### src/verilog/hbl_consts.vh
// Constants shared by the half duplex button packet link.
`ifndef HBL_CONSTS_VH
`define HBL_CONSTS_VH

// ****************************************
// Timing
// ****************************************
`define HBL_CLK_HZ        10000000
`define HBL_BIT_RATE      38400
`define HBL_BIT_CYC       (`HBL_CLK_HZ / `HBL_BIT_RATE)
`define HBL_PRE_BITS      100
`define HBL_PRE_TIME_US   2600
`define HBL_ACK_WAIT_BITS 2000
`define HBL_MIN_PRE       8

// ****************************************
// Framing and packet layout
// ****************************************
`define HBL_WORD_BITS     16
`define HBL_PRE_FIRST     1'b0
`define HBL_HDR_BYTE      8'hfe
`define HBL_ACK_BYTE      8'h06
`define HBL_BTN_LEN       3'h6
`define HBL_ACK_LEN       3'h4
`define HBL_NUM_IDS       3'h4
`define HBL_MAX_RETRY     3'h6

`endif

### src/verilog/hbl_bit_timer.v
// Bit period timer with re-phase input, giving mid-bit and end-of-bit strobes.
`timescale 1ns/100ps
module hbl_bit_timer #(
	parameter CYC = 260,
	parameter CW  = 9
) (
	// Clock, reset, enable
	input  wire          core_clk_in,
	input  wire          rst_in,
	input  wire          ce_in,
	// Control
	input  wire          run_in,
	input  wire          rephase_in,
	// Strobes
	output wire          mid_out,
	output wire          end_out
);
	localparam [CW-1:0] LAST = CYC - 1;
	localparam [CW-1:0] HALF = CYC / 2;

	reg [CW-1:0] cnt_r;

	// A re-phase marks the instant a new bit period begins.
	always @(posedge core_clk_in or posedge rst_in) begin
		if (rst_in) begin
			cnt_r <= {CW{1'b0}};
		end else if (ce_in) begin
			if (!run_in || rephase_in || cnt_r == LAST) begin
				cnt_r <= {CW{1'b0}};
			end else begin
				cnt_r <= cnt_r + {{(CW-1){1'b0}}, 1'b1};
			end
		end
	end

	assign mid_out = ce_in && run_in && !rephase_in && cnt_r == HALF;
	assign end_out = ce_in && run_in && !rephase_in && cnt_r == LAST;
endmodule // hbl_bit_timer

### src/verilog/hbl_link.v
// Half duplex button packet link: framer, deframer, acknowledge and retry control.
// Function
// Serial data is NRZ at 38,400 bit/s, one level per bit period.
// Each packet starts with an alternating preamble, 100 bits by default.
// Preamble length is a parameter, shorter or longer as the user needs.
// One start bit follows the preamble; receiver aligns its sampling on it.
// Transmitter inserts a sync bit at every data word boundary.
// Receiver re-phases its sampling timer on each sync bit.
// Button packet: header 0xFE, four button ids in press order, checksum.
// Checksum is the 8-bit sum of the first five bytes, carries dropped.
// Acknowledge packet is four 0x06 bytes with the same framing.
// Every accepted button packet is answered with an acknowledge packet; the code answers only in S_LISTEN and drops a good one arriving in S_WAIT.
// Sender waits for acknowledge, resending at most six times.
// Four collected button presses start a transmission.
// Transmit and receive are never active together; direction alternates.
// Acknowledge wait is a bit count; final failed retry raises a flag.
// Bad header or checksum drops the packet unanswered and flags an error; the code flags it only in S_LISTEN, never in S_WAIT.
`timescale 1ns/100ps
`include "hbl_consts.vh"
module hbl_link #(
	parameter        BIT_CYC   = `HBL_BIT_CYC,
	parameter [15:0] PRE_BITS  = `HBL_PRE_BITS,
	parameter [7:0]  WORD_BITS = `HBL_WORD_BITS,
	parameter [15:0] ACK_WAIT  = `HBL_ACK_WAIT_BITS
) (
	// Clock, reset, enable
	input  wire        core_clk_in,
	input  wire        rst_in,
	input  wire        ce_in,
	// Button presses
	input  wire        btn_valid_in,
	input  wire [7:0]  btn_id_in,
	output wire        btn_ready_out,
	// Flag clear
	input  wire        flag_clr_in,
	// Radio data pins
	input  wire        rf_data_in,
	output wire        rf_data_out,
	output wire        rf_tx_en_out,
	output wire        rf_rx_en_out,
	// Results
	output reg         rx_valid_out,
	output reg  [31:0] rx_ids_out,
	output reg         sent_ok_out,
	output reg         fail_flag_out,
	output reg         err_flag_out
);
	// ****************************************
	// States
	// ****************************************
	localparam [2:0] S_LISTEN = 3'b001;
	localparam [2:0] S_TX     = 3'b010;
	localparam [2:0] S_WAIT   = 3'b100;
	localparam [3:0] T_PRE    = 4'b0001;
	localparam [3:0] T_START  = 4'b0010;
	localparam [3:0] T_DATA   = 4'b0100;
	localparam [3:0] T_SYNC   = 4'b1000;
	localparam [1:0] R_HUNT   = 2'b01;
	localparam [1:0] R_DATA   = 2'b10;
	localparam [7:0] MIN_PRE  = `HBL_MIN_PRE;

	reg  [2:0]  st_r;
	reg  [3:0]  tx_st_r;
	reg  [1:0]  rx_st_r;
	reg         tx_bit_r;
	reg  [7:0]  tx_sh_r;
	reg  [15:0] pre_cnt_r;
	reg  [2:0]  byte_idx_r;
	reg  [2:0]  bit_idx_r;
	reg  [7:0]  wcnt_r;
	reg         tx_ack_r;
	reg  [31:0] btn_ids_r;
	reg  [2:0]  btn_cnt_r;
	reg  [2:0]  retry_r;
	reg  [15:0] wait_cnt_r;
	reg         rx_s1_r;
	reg         rx_s2_r;
	reg         rx_prev_r;
	reg         last_smp_r;
	reg  [7:0]  alt_r;
	reg  [7:0]  rsh_r;
	reg  [2:0]  rbit_r;
	reg  [7:0]  rw_r;
	reg  [2:0]  ridx_r;
	reg  [2:0]  rlen_r;
	reg  [7:0]  sum_r;
	reg         ack_good_r;
	reg         sync_exp_r;
	reg  [31:0] rx_sh_r;
	reg         ev_btn_ok_r;
	reg         ev_btn_bad_r;
	reg         ev_ack_ok_r;
	reg  [7:0]  tx_byte_w;
	wire        tx_tick;
	wire        rx_mid;
	wire        rx_end;
	wire        rx_on;
	wire        rx_hunt;
	wire        rx_edge;
	wire [7:0]  rx_byte_w;
	wire        rx_last_w;
	wire [7:0]  csum_w;

	// ****************************************
	// Bit timers
	// ****************************************
	hbl_bit_timer #(.CYC(BIT_CYC), .CW(9)) u_tx_tmr (
		.core_clk_in (core_clk_in),
		.rst_in      (rst_in),
		.ce_in       (ce_in),
		.run_in      (st_r[1]),
		.rephase_in  (1'b0),
		.mid_out     (),
		.end_out     (tx_tick)
	);

	// Re-phase on every preamble edge and on the edge of each expected sync bit.
	hbl_bit_timer #(.CYC(BIT_CYC), .CW(9)) u_rx_tmr (
		.core_clk_in (core_clk_in),
		.rst_in      (rst_in),
		.ce_in       (ce_in),
		.run_in      (rx_on),
		.rephase_in  (rx_edge && (rx_st_r[0] || sync_exp_r)),
		.mid_out     (rx_mid),
		.end_out     (rx_end)
	);

	// ****************************************
	// Pins and status
	// ****************************************
	assign rx_on         = st_r[0] || st_r[2];
	assign rf_tx_en_out  = st_r[1];
	assign rf_rx_en_out  = rx_on;
	assign rf_data_out   = tx_bit_r;
	assign btn_ready_out = btn_cnt_r != `HBL_NUM_IDS;
	assign rx_hunt       = rx_st_r[0];
	assign rx_edge       = rx_s2_r ^ rx_prev_r;
	assign rx_byte_w     = {rsh_r[6:0], rx_s2_r};
	assign rx_last_w     = ridx_r != 3'h0 && ridx_r == rlen_r - 3'h1;
	assign csum_w        = `HBL_HDR_BYTE + btn_ids_r[31:24] + btn_ids_r[23:16]
	                       + btn_ids_r[15:8] + btn_ids_r[7:0];

	// ****************************************
	// Transmit byte select
	// ****************************************
	always @* begin
		if (tx_ack_r) begin
			tx_byte_w = `HBL_ACK_BYTE;
		end else begin
			case (byte_idx_r)
				3'h0: tx_byte_w = `HBL_HDR_BYTE;
				3'h1: tx_byte_w = btn_ids_r[31:24];
				3'h2: tx_byte_w = btn_ids_r[23:16];
				3'h3: tx_byte_w = btn_ids_r[15:8];
				3'h4: tx_byte_w = btn_ids_r[7:0];
				default: tx_byte_w = csum_w;
			endcase
		end
	end

	task start_tx;
		input is_ack;
		begin
			st_r       <= S_TX;
			tx_ack_r   <= is_ack;
			tx_st_r    <= T_PRE;
			pre_cnt_r  <= 16'h0000;
			tx_bit_r   <= `HBL_PRE_FIRST;
			byte_idx_r <= 3'h0;
		end
	endtask

	// ****************************************
	// Link control and transmit framer
	// ****************************************
	always @(posedge core_clk_in or posedge rst_in) begin
		if (rst_in) begin
			st_r          <= S_LISTEN;
			tx_st_r       <= T_PRE;
			tx_bit_r      <= 1'b0;
			tx_sh_r       <= 8'h00;
			pre_cnt_r     <= 16'h0000;
			byte_idx_r    <= 3'h0;
			bit_idx_r     <= 3'h0;
			wcnt_r        <= 8'h00;
			tx_ack_r      <= 1'b0;
			btn_ids_r     <= 32'h00000000;
			btn_cnt_r     <= 3'h0;
			retry_r       <= 3'h0;
			wait_cnt_r    <= 16'h0000;
			rx_valid_out  <= 1'b0;
			rx_ids_out    <= 32'h00000000;
			sent_ok_out   <= 1'b0;
			fail_flag_out <= 1'b0;
			err_flag_out  <= 1'b0;
		end else if (ce_in) begin
			rx_valid_out <= 1'b0;
			sent_ok_out  <= 1'b0;
			// Later assignments below let a new event win over a clear.
			if (flag_clr_in) begin
				fail_flag_out <= 1'b0;
				err_flag_out  <= 1'b0;
			end
			if (btn_valid_in && btn_cnt_r != `HBL_NUM_IDS) begin
				btn_ids_r <= {btn_ids_r[23:0], btn_id_in};
				btn_cnt_r <= btn_cnt_r + 3'h1;
			end
			case (st_r)
				S_LISTEN: begin
					if (ev_btn_ok_r) begin
						rx_ids_out   <= rx_sh_r;
						rx_valid_out <= 1'b1;
						start_tx(1'b1);
					end else if (ev_btn_bad_r) begin
						err_flag_out <= 1'b1;
					end else if (btn_cnt_r == `HBL_NUM_IDS && rx_hunt) begin
						retry_r <= 3'h0;
						start_tx(1'b0);
					end
				end
				S_TX: begin
					if (tx_tick) begin
						case (tx_st_r)
							T_PRE: begin
								if (pre_cnt_r == PRE_BITS - 16'h0001) begin
									tx_st_r <= T_START;
								end else begin
									pre_cnt_r <= pre_cnt_r + 16'h0001;
									tx_bit_r  <= ~tx_bit_r;
								end
							end
							T_START, T_SYNC: begin
								tx_bit_r   <= tx_byte_w[7];
								tx_sh_r    <= {tx_byte_w[6:0], 1'b0};
								byte_idx_r <= byte_idx_r + 3'h1;
								bit_idx_r  <= 3'h0;
								wcnt_r     <= 8'h00;
								tx_st_r    <= T_DATA;
							end
							T_DATA: begin
								wcnt_r <= wcnt_r + 8'h01;
								if (bit_idx_r != 3'h7) begin
									bit_idx_r <= bit_idx_r + 3'h1;
									tx_bit_r  <= tx_sh_r[7];
									tx_sh_r   <= {tx_sh_r[6:0], 1'b0};
								end else if (byte_idx_r == (tx_ack_r ? `HBL_ACK_LEN
								                                     : `HBL_BTN_LEN)) begin
									tx_bit_r   <= 1'b0;
									wait_cnt_r <= 16'h0000;
									st_r       <= tx_ack_r ? S_LISTEN : S_WAIT;
								end else if (wcnt_r == WORD_BITS - 8'h01) begin
									// Sync is the inverse of the last bit so it always has an edge.
									tx_bit_r <= ~tx_bit_r;
									tx_st_r  <= T_SYNC;
								end else begin
									tx_bit_r   <= tx_byte_w[7];
									tx_sh_r    <= {tx_byte_w[6:0], 1'b0};
									byte_idx_r <= byte_idx_r + 3'h1;
									bit_idx_r  <= 3'h0;
								end
							end
							default: tx_st_r <= T_PRE;
						endcase
					end
				end
				S_WAIT: begin
					if (ev_ack_ok_r) begin
						sent_ok_out <= 1'b1;
						btn_cnt_r   <= 3'h0;
						st_r        <= S_LISTEN;
					end else if (rx_end) begin
						if (wait_cnt_r != ACK_WAIT - 16'h0001) begin
							wait_cnt_r <= wait_cnt_r + 16'h0001;
						end else if (rx_hunt) begin
							// Timeout is held off while a frame is arriving.
							if (retry_r == `HBL_MAX_RETRY) begin
								fail_flag_out <= 1'b1;
								btn_cnt_r     <= 3'h0;
								st_r          <= S_LISTEN;
							end else begin
								retry_r <= retry_r + 3'h1;
								start_tx(1'b0);
							end
						end
					end
				end
				default: st_r <= S_LISTEN;
			endcase
		end
	end

	// ****************************************
	// Receive deframer
	// ****************************************
	always @(posedge core_clk_in or posedge rst_in) begin
		if (rst_in) begin
			rx_s1_r      <= 1'b0;
			rx_s2_r      <= 1'b0;
			rx_prev_r    <= 1'b0;
			rx_st_r      <= R_HUNT;
			last_smp_r   <= 1'b0;
			alt_r        <= 8'h00;
			rsh_r        <= 8'h00;
			rbit_r       <= 3'h0;
			rw_r         <= 8'h00;
			ridx_r       <= 3'h0;
			rlen_r       <= 3'h0;
			sum_r        <= 8'h00;
			ack_good_r   <= 1'b0;
			sync_exp_r   <= 1'b0;
			rx_sh_r      <= 32'h00000000;
			ev_btn_ok_r  <= 1'b0;
			ev_btn_bad_r <= 1'b0;
			ev_ack_ok_r  <= 1'b0;
		end else if (ce_in) begin
			rx_s1_r      <= rf_data_in;
			rx_s2_r      <= rx_s1_r;
			rx_prev_r    <= rx_s2_r;
			ev_btn_ok_r  <= 1'b0;
			ev_btn_bad_r <= 1'b0;
			ev_ack_ok_r  <= 1'b0;
			if (!rx_on) begin
				rx_st_r    <= R_HUNT;
				alt_r      <= 8'h00;
				sync_exp_r <= 1'b0;
			end else if (rx_mid) begin
				case (rx_st_r)
					R_HUNT: begin
						last_smp_r <= rx_s2_r;
						if (rx_s2_r != last_smp_r) begin
							alt_r <= (alt_r == 8'hff) ? alt_r : alt_r + 8'h01;
						end else if (alt_r >= MIN_PRE) begin
							// A repeated level after the alternating run is the start bit.
							rx_st_r    <= R_DATA;
							ridx_r     <= 3'h0;
							rbit_r     <= 3'h0;
							rw_r       <= 8'h00;
							sum_r      <= 8'h00;
							ack_good_r <= 1'b1;
							sync_exp_r <= 1'b0;
							alt_r      <= 8'h00;
						end else begin
							alt_r <= 8'h00;
						end
					end
					R_DATA: begin
						if (sync_exp_r) begin
							sync_exp_r <= 1'b0;
						end else begin
							rsh_r  <= rx_byte_w;
							rbit_r <= rbit_r + 3'h1;
							rw_r   <= rw_r + 8'h01;
							if (rbit_r == 3'h7) begin
								ridx_r     <= ridx_r + 3'h1;
								sum_r      <= sum_r + rx_byte_w;
								ack_good_r <= ack_good_r && rx_byte_w == `HBL_ACK_BYTE;
								// The checksum byte stays out so the four ids remain in place.
								if (!rx_last_w) begin
									rx_sh_r <= {rx_sh_r[23:0], rx_byte_w};
								end
								if (rw_r == WORD_BITS - 8'h01) begin
									sync_exp_r <= 1'b1;
									rw_r       <= 8'h00;
								end
								if (ridx_r == 3'h0) begin
									if (rx_byte_w == `HBL_HDR_BYTE) begin
										rlen_r <= `HBL_BTN_LEN;
									end else if (rx_byte_w == `HBL_ACK_BYTE) begin
										rlen_r <= `HBL_ACK_LEN;
									end else begin
										ev_btn_bad_r <= 1'b1;
										rx_st_r      <= R_HUNT;
									end
								end else if (rx_last_w) begin
									rx_st_r <= R_HUNT;
									if (rlen_r == `HBL_BTN_LEN) begin
										ev_btn_ok_r  <= rx_byte_w == sum_r;
										ev_btn_bad_r <= rx_byte_w != sum_r;
									end else begin
										ev_ack_ok_r <= ack_good_r && rx_byte_w == `HBL_ACK_BYTE;
									end
								end
							end
						end
					end
					default: rx_st_r <= R_HUNT;
				endcase
			end
		end
	end
endmodule // hbl_link
### config.mk
export PLATFORM = sky130hd
export DESIGN_NAME = hbl_link
export DESIGN_NICKNAME = d
export VERILOG_FILES = /design/src/verilog/hbl_bit_timer.v /design/src/verilog/hbl_link.v
export VERILOG_INCLUDE_DIRS = /design/src /design/src/verilog
export SDC_FILE = /design/constraint.sdc
export NUM_CORES = 1
export LEC_CHECK = 0
export BUFFER_PORTS_ARGS = -buffer_cell sky130_fd_sc_hd__buf_2
export CAP_MARGIN = 20
export CORE_ASPECT_RATIO = 0.9
export CORE_MARGIN = 2
export CORE_UTILIZATION = 50
export CTS_CLUSTER_SIZE = 25
export DETAILED_ROUTE_END_ITERATION = 8
export PLACE_DENSITY = 0.71
export SLEW_MARGIN = 20
export SYNTH_ARGS = -nofsm -noshare
export SYNTH_HDL_FRONTEND = slang
export SYNTH_SLANG_ARGS = --single-unit
### constraint.sdc
create_clock -name core_clk_in -period 18.89 [get_ports core_clk_in]
set_input_delay 3.778 -clock core_clk_in [delete_from_list [all_inputs] [get_ports core_clk_in]]
set_output_delay 3.778 -clock core_clk_in [all_outputs]
set_load 0.03 [all_outputs]
==> impl_metrics.env, run 1 <==
export IMPL_synth_edf_count=0
export IMPL_synth_nets=1269
export IMPL_area_growth_pct=10.93
export IMPL_hold_class="reg2reg"
export IMPL_min_period_ps=6392
export IMPL_synth_avg_cell_area_sq_um=10.43
export IMPL_num_vias=8987
export IMPL_grt_max_degree=108
export IMPL_status="finished clean"
export IMPL_min_from="fail_flag_out"
export IMPL_clkLatencyLatePin_ps=530
export IMPL_post_cts_resized=0
export IMPL_die_height_um=153.8
export IMPL_path_max_fanout=50
export IMPL_max_cap_viol_count=0
export IMPL_h_tree_depth=1
export IMPL_relSlewSlack_pct=29.93
export IMPL_drtAntennaViolNets=0
export IMPL_synthTopCellsByArea="dfrtp_1, mux2_2, ha_1"
export IMPL_cts_clk_slew_worst_paths_ps=60
export IMPL_maxSlewViolCount=0
export IMPL_drc=0
export IMPL_power_density_nw_per_um2=122.1
export IMPL_die_w_um=170.5
export IMPL_holdWs_ps=460.8
export IMPL_via_per_inst=5.656
export IMPL_core_area_sq_um=24390
export IMPL_cts_tree="done"
export IMPL_fmax_mhz=156.5
export IMPL_yosysTopAreaCell="dfrtp_1"
export IMPL_finalSetupViolations=0
export IMPL_cts_buffers=26
export IMPL_synth_common_cells="dfrtp_1, nand2_1, o21ai_0"
export IMPL_synthesis_area_sq_um=12470
export IMPL_startpoint="ce_in"
export IMPL_ys_seq_area_share_pct=47.39
export IMPL_seq_area_sq_um=5909
export IMPL_grt_ovfl_total=0
export IMPL_num_rows=54
export IMPL_drt_iter0_markers=662
export IMPL_track_usage_pct=20.14
export IMPL_ctsLongestPathBuffers=3
export IMPL_synthFlopType="dfrtp_1"
export IMPL_synthDistinctLibCells=80
export IMPL_clock_sinks=236
export IMPL_clock_skew_ps=14.55
export IMPL_leakage_nw=6.577
export IMPL_multi_input_area_sq_um=6072
export IMPL_cp_arrival_ps=6800
export IMPL_grt_pass1_wl_mm=43.92
export IMPL_r2r_start="btn_ids_r[5]"
export IMPL_layout_nets=1306
export IMPL_drt_pass1_iter_count=5
export IMPL_pre_cts_ws_ps=11990
export IMPL_antenna_found_initial=0
export IMPL_ys_async_sr_fraction_pct=100.0
export IMPL_ys_ff_latch=236
export IMPL_fillers=2061
export IMPL_die_area_sq_um=26220
export IMPL_worst_slew_pin_slew_ps=1051
export IMPL_cts_hold_buf=0
export IMPL_io_buffer_count=53
export IMPL_post_cts_buffers=0
export IMPL_root_buffer="clkbuf_16"
export IMPL_placed_cells=1541
export IMPL_hold_viol_final=0
export IMPL_wl_mm=25.34
export IMPL_drive_above_1_share_pct=18.12
export IMPL_synth_top_area_share_pct=46.75
export IMPL_finalPower_mw=1.689
export IMPL_rsz0062_at_grt="no"
export IMPL_globalplace_congestion=0.8206
export IMPL_critPathKind="in2reg"
export IMPL_initial_core_util_pct=51.13
export IMPL_fin_crit_sh_pct=33.84
export IMPL_crit_required_ps=19300
export IMPL_cp_start_kind="input pin"
export IMPL_synth_most_common_cell="dfrtp_1"
export IMPL_grt_pass1_vias=8720
export IMPL_antennaDiodeCount=0
export IMPL_dp_hpwl_mm=17.14
export IMPL_worst_slack_ps=12500
export IMPL_ir_drop_mv=0.08038
export IMPL_yosys_warnings=0
export IMPL_syn_inst=1196
export IMPL_setup_tns_ps=0
export IMPL_crit_path_end_kind="flop"
export IMPL_routedWlPerCell_um=15.95
export IMPL_ios=54
export IMPL_instances_no_fill=1589
==> logic make-up (layout without fill, tap and decap cells) <==
family                     Yosys count  after routing  share of synthesized area, %
DFF                                236            236                         47.39
AOI/OAI and AO/OA                  253            253                         12.87
muxes                              101            101                         9.963
buffers and inverters              125            182                         4.033
xor gates and xnor gates            43             43                         3.301
adders and majority gates           59             59                         6.823
and+or+nand+nor                    379            379                         15.62
==> cells in the final DEF, fill, tap and decap left out, types with 16 or more instances in the layout <==
cell       netlist  final
a21oi_1         40     40
and3_1          20     19
buf_2            3     53
clkbuf_16        0     26
dfrtp_1        233    233
ha_1            44     44
inv_1           76     75
mux2_2          69     69
mux2_4          29     29
nand2_1        107    107
nand2b_1        18     18
nand3_1         30     30
nand4_1         17     17
nor2_1          76     76
nor3_1          20     20
nor4_1          17     16
o21ai_0         98     98
o31ai_1         27     27
xnor2_1         25     25
==> where the power goes <==
| part | switching [mW] | leakage, nW | internal, mW |
|---|---|---|---|
| Sequential | 0.0528 | 3.21 | 0.555 |
| Clock | 0.202 | 0.408 | 0.289 |
| Combinational | 0.334 | 2.96 | 0.257 |
| Total | 0.589 | 6.58 | 1.10 |
==> final timing paths <==
| kind | end | slack [ps] | cells after the start |
|---|---|---|---|
| hold / removal | fail_flag_out | 460 | 2 |
| setup / recovery | rx_sh_r[27] | 12500 | 8 |
| setup reg to reg | rf_data_out | 15050 | 15 |
| hold reg to reg | fail_flag_out | 460 | 2 |
| max in group asynchronous | tx_sh_r[7] | 13370 | 4 |
| min in group asynchronous | rx_ids_out[31] | 3370 | 2 |
==> sequential cells by signal (all words and copies together) (netlist names), 4 cells and up <==
name            count
wcnt_r              8
u_tx_tmr.cnt_r      9
rx_ids_out         32
alt_r               8
tx_sh_r             7
tx_st_r             4
wait_cnt_r         16
rx_sh_r            32
sum_r               8
pre_cnt_r          16
btn_ids_r          32
rw_r                8
u_rx_tmr.cnt_r      9
rsh_r               7
==> routing by layer <==
layer | GRT usage (%) | wire length (um) | vias up
met5 | 0 | 0 | -
met4 | 4.477 | 344 | 0
met2 | 30.84 | 11120 | 193
met3 | 2.728 | 1250 | 29
li1 | - | - | 4346
met1 | 30.60 | 12630 | 4419
==> stage by stage <==
step | util (%) | area, sq um
floorplan | - | 12470
global placement | 53.24 | 12990
detailed placement | 53.26 | 12990
CTS | 56.69 | 13830
global route | 56.71 | 13830
finish | 56.71 | 13830
==> worst max-delay path, cell delays in order <==
cell and delay (ps):
buf_2 70, buf_4 410, nand2_1 210, or3_1 570, nor3_4 450, nand2_2 150
or2_2 670, mux2_4 450
==> cell type report <==
class | count | area share [%]
tap | 336 | 3.039
sequential | 236 | 42.72
clock buffer | 40 | 5.445
timing repair buffer | 58 | 2.189
inverter | 76 | 2.116
clock inverter | 8 | 0.5970
multi-input combinational | 835 | 43.89
No activity file was read; power rests on OpenSTA's default activity.
==> run 2, diff against run 1 <==
--- a/config.mk
+++ b/config.mk
@@ -6,6 +6,7 @@
 export SDC_FILE = /design/constraint.sdc
 export NUM_CORES = 1
 export LEC_CHECK = 0
+export ABC_AREA = 1
 export BUFFER_PORTS_ARGS = -buffer_cell sky130_fd_sc_hd__buf_2
 export CAP_MARGIN = 20
 export CORE_ASPECT_RATIO = 0.9
@@ -13,7 +14,7 @@
 export CORE_UTILIZATION = 50
 export CTS_CLUSTER_SIZE = 25
 export DETAILED_ROUTE_END_ITERATION = 8
-export PLACE_DENSITY = 0.71
+export PLACE_DENSITY = 0.73
 export SLEW_MARGIN = 20
 export SYNTH_ARGS = -nofsm -noshare
 export SYNTH_HDL_FRONTEND = slang
==> constraint.sdc (replaced) <==
create_clock -name core_clk_in -period 5.6 [get_ports core_clk_in]
set_input_delay 1.12 -clock core_clk_in [delete_from_list [all_inputs] [get_ports core_clk_in]]
set_output_delay 1.12 -clock core_clk_in [all_outputs]
set_load 0.03 [all_outputs]
==> run 2 against run 1 <==
  * Sequential power grew to 3.3 times the previous value
  * Combinational power grew to 3.7 times the previous value
  * Global-route usage is 0.84 points higher
  * Worst setup slack worse by 10000 ps
  * Die area is 3.3% higher
  * Sequential share of layout area is 1.7 points lower
  * Critical path depth is 7 higher
  * Critical endpoint is now tx_sh_r[6]
  * Highest routed layer unchanged
==> impl_metrics.env, run 2 <==
export IMPL_layout_nets=1703
export IMPL_drive_above_1_share_pct=10.55
export IMPL_synthAdderAreaFrac_pct=6.596
export IMPL_synth_most_common_cell="nand2_1"
export IMPL_p_int_mw=3.766
export IMPL_synthSimpleGateAreaFrac_pct=23.01
export IMPL_area_growth_pct=11.67
export IMPL_hold_viol_final=0
export IMPL_max_stage_delay_ps=500
export IMPL_cts_clk_slew_worst_paths_ps=70
export IMPL_synth_top_family_by_area="simple AND/OR/NAND/NOR gates"
export IMPL_die_area_sq_um=27100
export IMPL_h_tree_depth=1
export IMPL_synthTopCellsByArea="dfrtp_1, nand2_1, inv_1"
export IMPL_fillers=2228
export IMPL_ys_async_sr_fraction_pct=100.0
export IMPL_clock_skew_ps=18.63
export IMPL_relSlewSlack_pct=32.23
export IMPL_synth_common_cells="nand2_1, dfrtp_1, inv_1"
export IMPL_drt_pass1_iter_count=6
export IMPL_finalSetupViolations=0
export IMPL_status="finished clean"
export IMPL_crit_path_end_kind="flop"
export IMPL_critPathKind="reg2reg"
export IMPL_synth_avg_cell_area_sq_um=8.138
export IMPL_die_w_um=173.3
export IMPL_die_height_um=156.4
export IMPL_worst_slack_ps=2356
export IMPL_synthFlopType="dfrtp_1"
export IMPL_synth_edf_count=0
export IMPL_track_usage_pct=20.98
export IMPL_cp_arrival_ps=3660
export IMPL_grt_ovfl_total=0
export IMPL_instances_no_fill=1993
export IMPL_num_vias=10490
export IMPL_num_rows=55
export IMPL_post_cts_buffers=0
export IMPL_crit_required_ps=6020
export IMPL_top_regs="btn_ids_r: 32 flops, rx_ids_out: 32 flops, rx_sh_r: 32 flops"
export IMPL_hold_class="reg2reg"
export IMPL_wl_mm=28.18
export IMPL_core_area_sq_um=25260
export IMPL_synth_area_mux_share_pct=0.7760
export IMPL_synthDistinctLibCells=63
export IMPL_cts_hold_buf=0
export IMPL_drc=0
export IMPL_globalplace_congestion=0.8894
export IMPL_syn_inst=1585
export IMPL_netSwitchingFraction_pct=37.87
export IMPL_ir_drop_mv=0.2950
export IMPL_drt_iter0_markers=857
export IMPL_leakage_nw=6.775
export IMPL_initial_core_util_pct=51.07
export IMPL_path_max_fanout=4
export IMPL_ios=54
export IMPL_cts_buffers=26
export IMPL_drtAntennaViolNets=0
export IMPL_cp_slowest_cell="fa_1"
export IMPL_fmax_mhz=308.3
export IMPL_root_buffer="clkbuf_16"
export IMPL_routedWlPerCell_um=14.14
export IMPL_io_buffer_count=53
export IMPL_synthesis_area_sq_um=12900
export IMPL_ctsLongestPathBuffers=3
export IMPL_ys_ff_latch=236
export IMPL_max_cap_viol_count=0
export IMPL_crit_top_cell="inv_1"
export IMPL_synth_nets=1658
export IMPL_p_sw_mw=2.295
export IMPL_antenna_found_initial=1
export IMPL_utilization_pct=57.03
export IMPL_rsz0062_at_grt="no"
export IMPL_p_comb_share_pct=35.6
export IMPL_grt_pass1_wl_mm=47.49
export IMPL_yosysTopAreaCell="dfrtp_1"
export IMPL_pre_cts_ws_ps=2077
export IMPL_seqPwrFrac_pct=33.5
export IMPL_synth_compound_area_share_pct=12.50
export IMPL_yosys_warnings=0
export IMPL_post_cts_resized=0
export IMPL_synth_top_area_share_pct=45.20
export IMPL_dp_hpwl_mm=19.43
export IMPL_setup_tns_ps=0
export IMPL_final_common_cell="nand2_1"
export IMPL_via_per_inst=5.261
export IMPL_placed_cells=1944
export IMPL_clock_sinks=236
export IMPL_min_period_ps=3244
export IMPL_power_density_nw_per_um2=420.8
export IMPL_cp_cell_sequence="inv_1 -> ha_1 -> inv_1 -> fa_1 -> inv_1 -> fa_1 -> inv_1 -> ha_1 -> nand2_1 -> nand2_1 -> o21bai_1 -> or2_2 -> a21oi_1 -> nor3_1 -> o22a_1"
export IMPL_grt_max_degree=148
export IMPL_ys_seq_area_share_pct=45.81
export IMPL_grt_pass1_vias=9676
export IMPL_cp_start_kind="flop"
export IMPL_cts_tree="done"
export IMPL_p_clk_share_pct=30.9
export IMPL_worst_slew_pin_slew_ps=1013
export IMPL_fin_crit_sh_pct=57.93
export IMPL_layout_common_cells="nand2_1, dfrtp_1, inv_1"
export IMPL_yosys_area_share_xor_xnor_pct=2.988
export IMPL_clkLatencyLatePin_ps=540
export IMPL_maxSlewViolCount=0
-- run 2: changes by cell type after synthesis, sizes merged, moves of 18 or more --
| cell | change |
|---|---|
| o21ai | +87 |
| nand2 | +296 |
| inv | +155 |
| clkbuf | -18 |
| xor2 | +18 |
| nor2 | +47 |
| and3 | -20 |
| mux2 | -90 |
| nand3 | +33 |
| nand2b | -18 |
-- run 2: path summary, 6_finish.rpt --
kind | startpoint | to | slack (ps) | cells past startpoint
worst max-delay path | btn_ids_r[4] | tx_sh_r[6] | 2360 | 15
worst min-delay path | rx_ids_out[15] | rx_ids_out[15] | 480 | 2
worst max register to register | btn_ids_r[4] | tx_sh_r[6] | 2360 | 15
worst min register to register | rx_ids_out[15] | rx_ids_out[15] | 480 | 2
max in group asynchronous | rst_in | btn_ids_r[20] | 3580 | 3
min in group asynchronous | rst_in | rx_ids_out[25] | 730 | 2
-- run 2: worst max-delay path: cells and delay by family (launching register included) --
kind	cells	cell delay (ps)
buf+inv	4	230
flops	1	340
simple gates	4	480
compound gates	3	470
fa+ha+maj	4	1620
-- run 2: cells by family (layout without fill, tap and decap cells) --
logic type / Yosys count / after routing
AO/OA/AOI/OAI: 282 / 282
XOR/XNOR: 44 / 44
adder cells (fa/ha/maj): 59 / 59
buffers and inverters: 272 / 337
flip-flops: 236 / 236
multiplexers: 9 / 9
other: 0 / 1
AND/OR/NAND/NOR: 683 / 683
-- run 2: power by group through the flow --
| stage | clock (mW) | sequential (mW) | combinational [mW] |
|---|---|---|---|
| 6_report | 1.87 | 2.03 | 2.16 |
| 5_1_grt | 1.98 | 2.05 | 2.48 |
| 4_1_cts | 1.90 | 2.03 | 2.14 |
| 3_5_place_dp | 0 | 2.05 | 2.11 |
| 3_3_place_gp | 0 | 2.05 | 2.03 |
| 2_1_floorplan | 0 | 2.03 | 1.68 |
-- run 2: stage by stage --
stage / total power [mW] / instance area, sq um / hold WS, ps
after detailed placement: 4.167 / 13450 / 464.4
final: 6.061 / 14400 / 481.2
after global placement: 4.077 / 13450 / 452.0
after CTS: 6.072 / 14400 / 483.6
after global routing: 6.514 / 14400 / 497.5
after floorplan: 3.712 / 12900 / 435.1
-- run 2: area by class of cell --
cell class                 count  area, sq um  share of cell area [%]
multi-input combinational   1077         5927                   41.15
sequential                   236         5909                   41.03
inverter                     231        873.3                   6.063
clock buffer                  33        716.9                   4.977
tap                          342        427.9                   2.971
timing repair buffer          58        315.3                   2.189
clock inverter                15        231.5                   1.607
antenna                        1        2.502                 0.01737
-- run 2: layer usage --
| layer | wire, um | GRT usage (%) | share of wire [%] | vias to the layer above |
|---|---|---|---|---|
| li1 | - | - | - | 5245 |
| met1 | 14010 | 31.58 | 50 | 4944 |
| met2 | 12330 | 32.23 | 44 | 248 |
| met3 | 1264 | 2.381 | 4.5 | 48 |
| met4 | 578 | 5.811 | 2.1 | 0 |
| met5 | 0 | 0 | 0 | - |
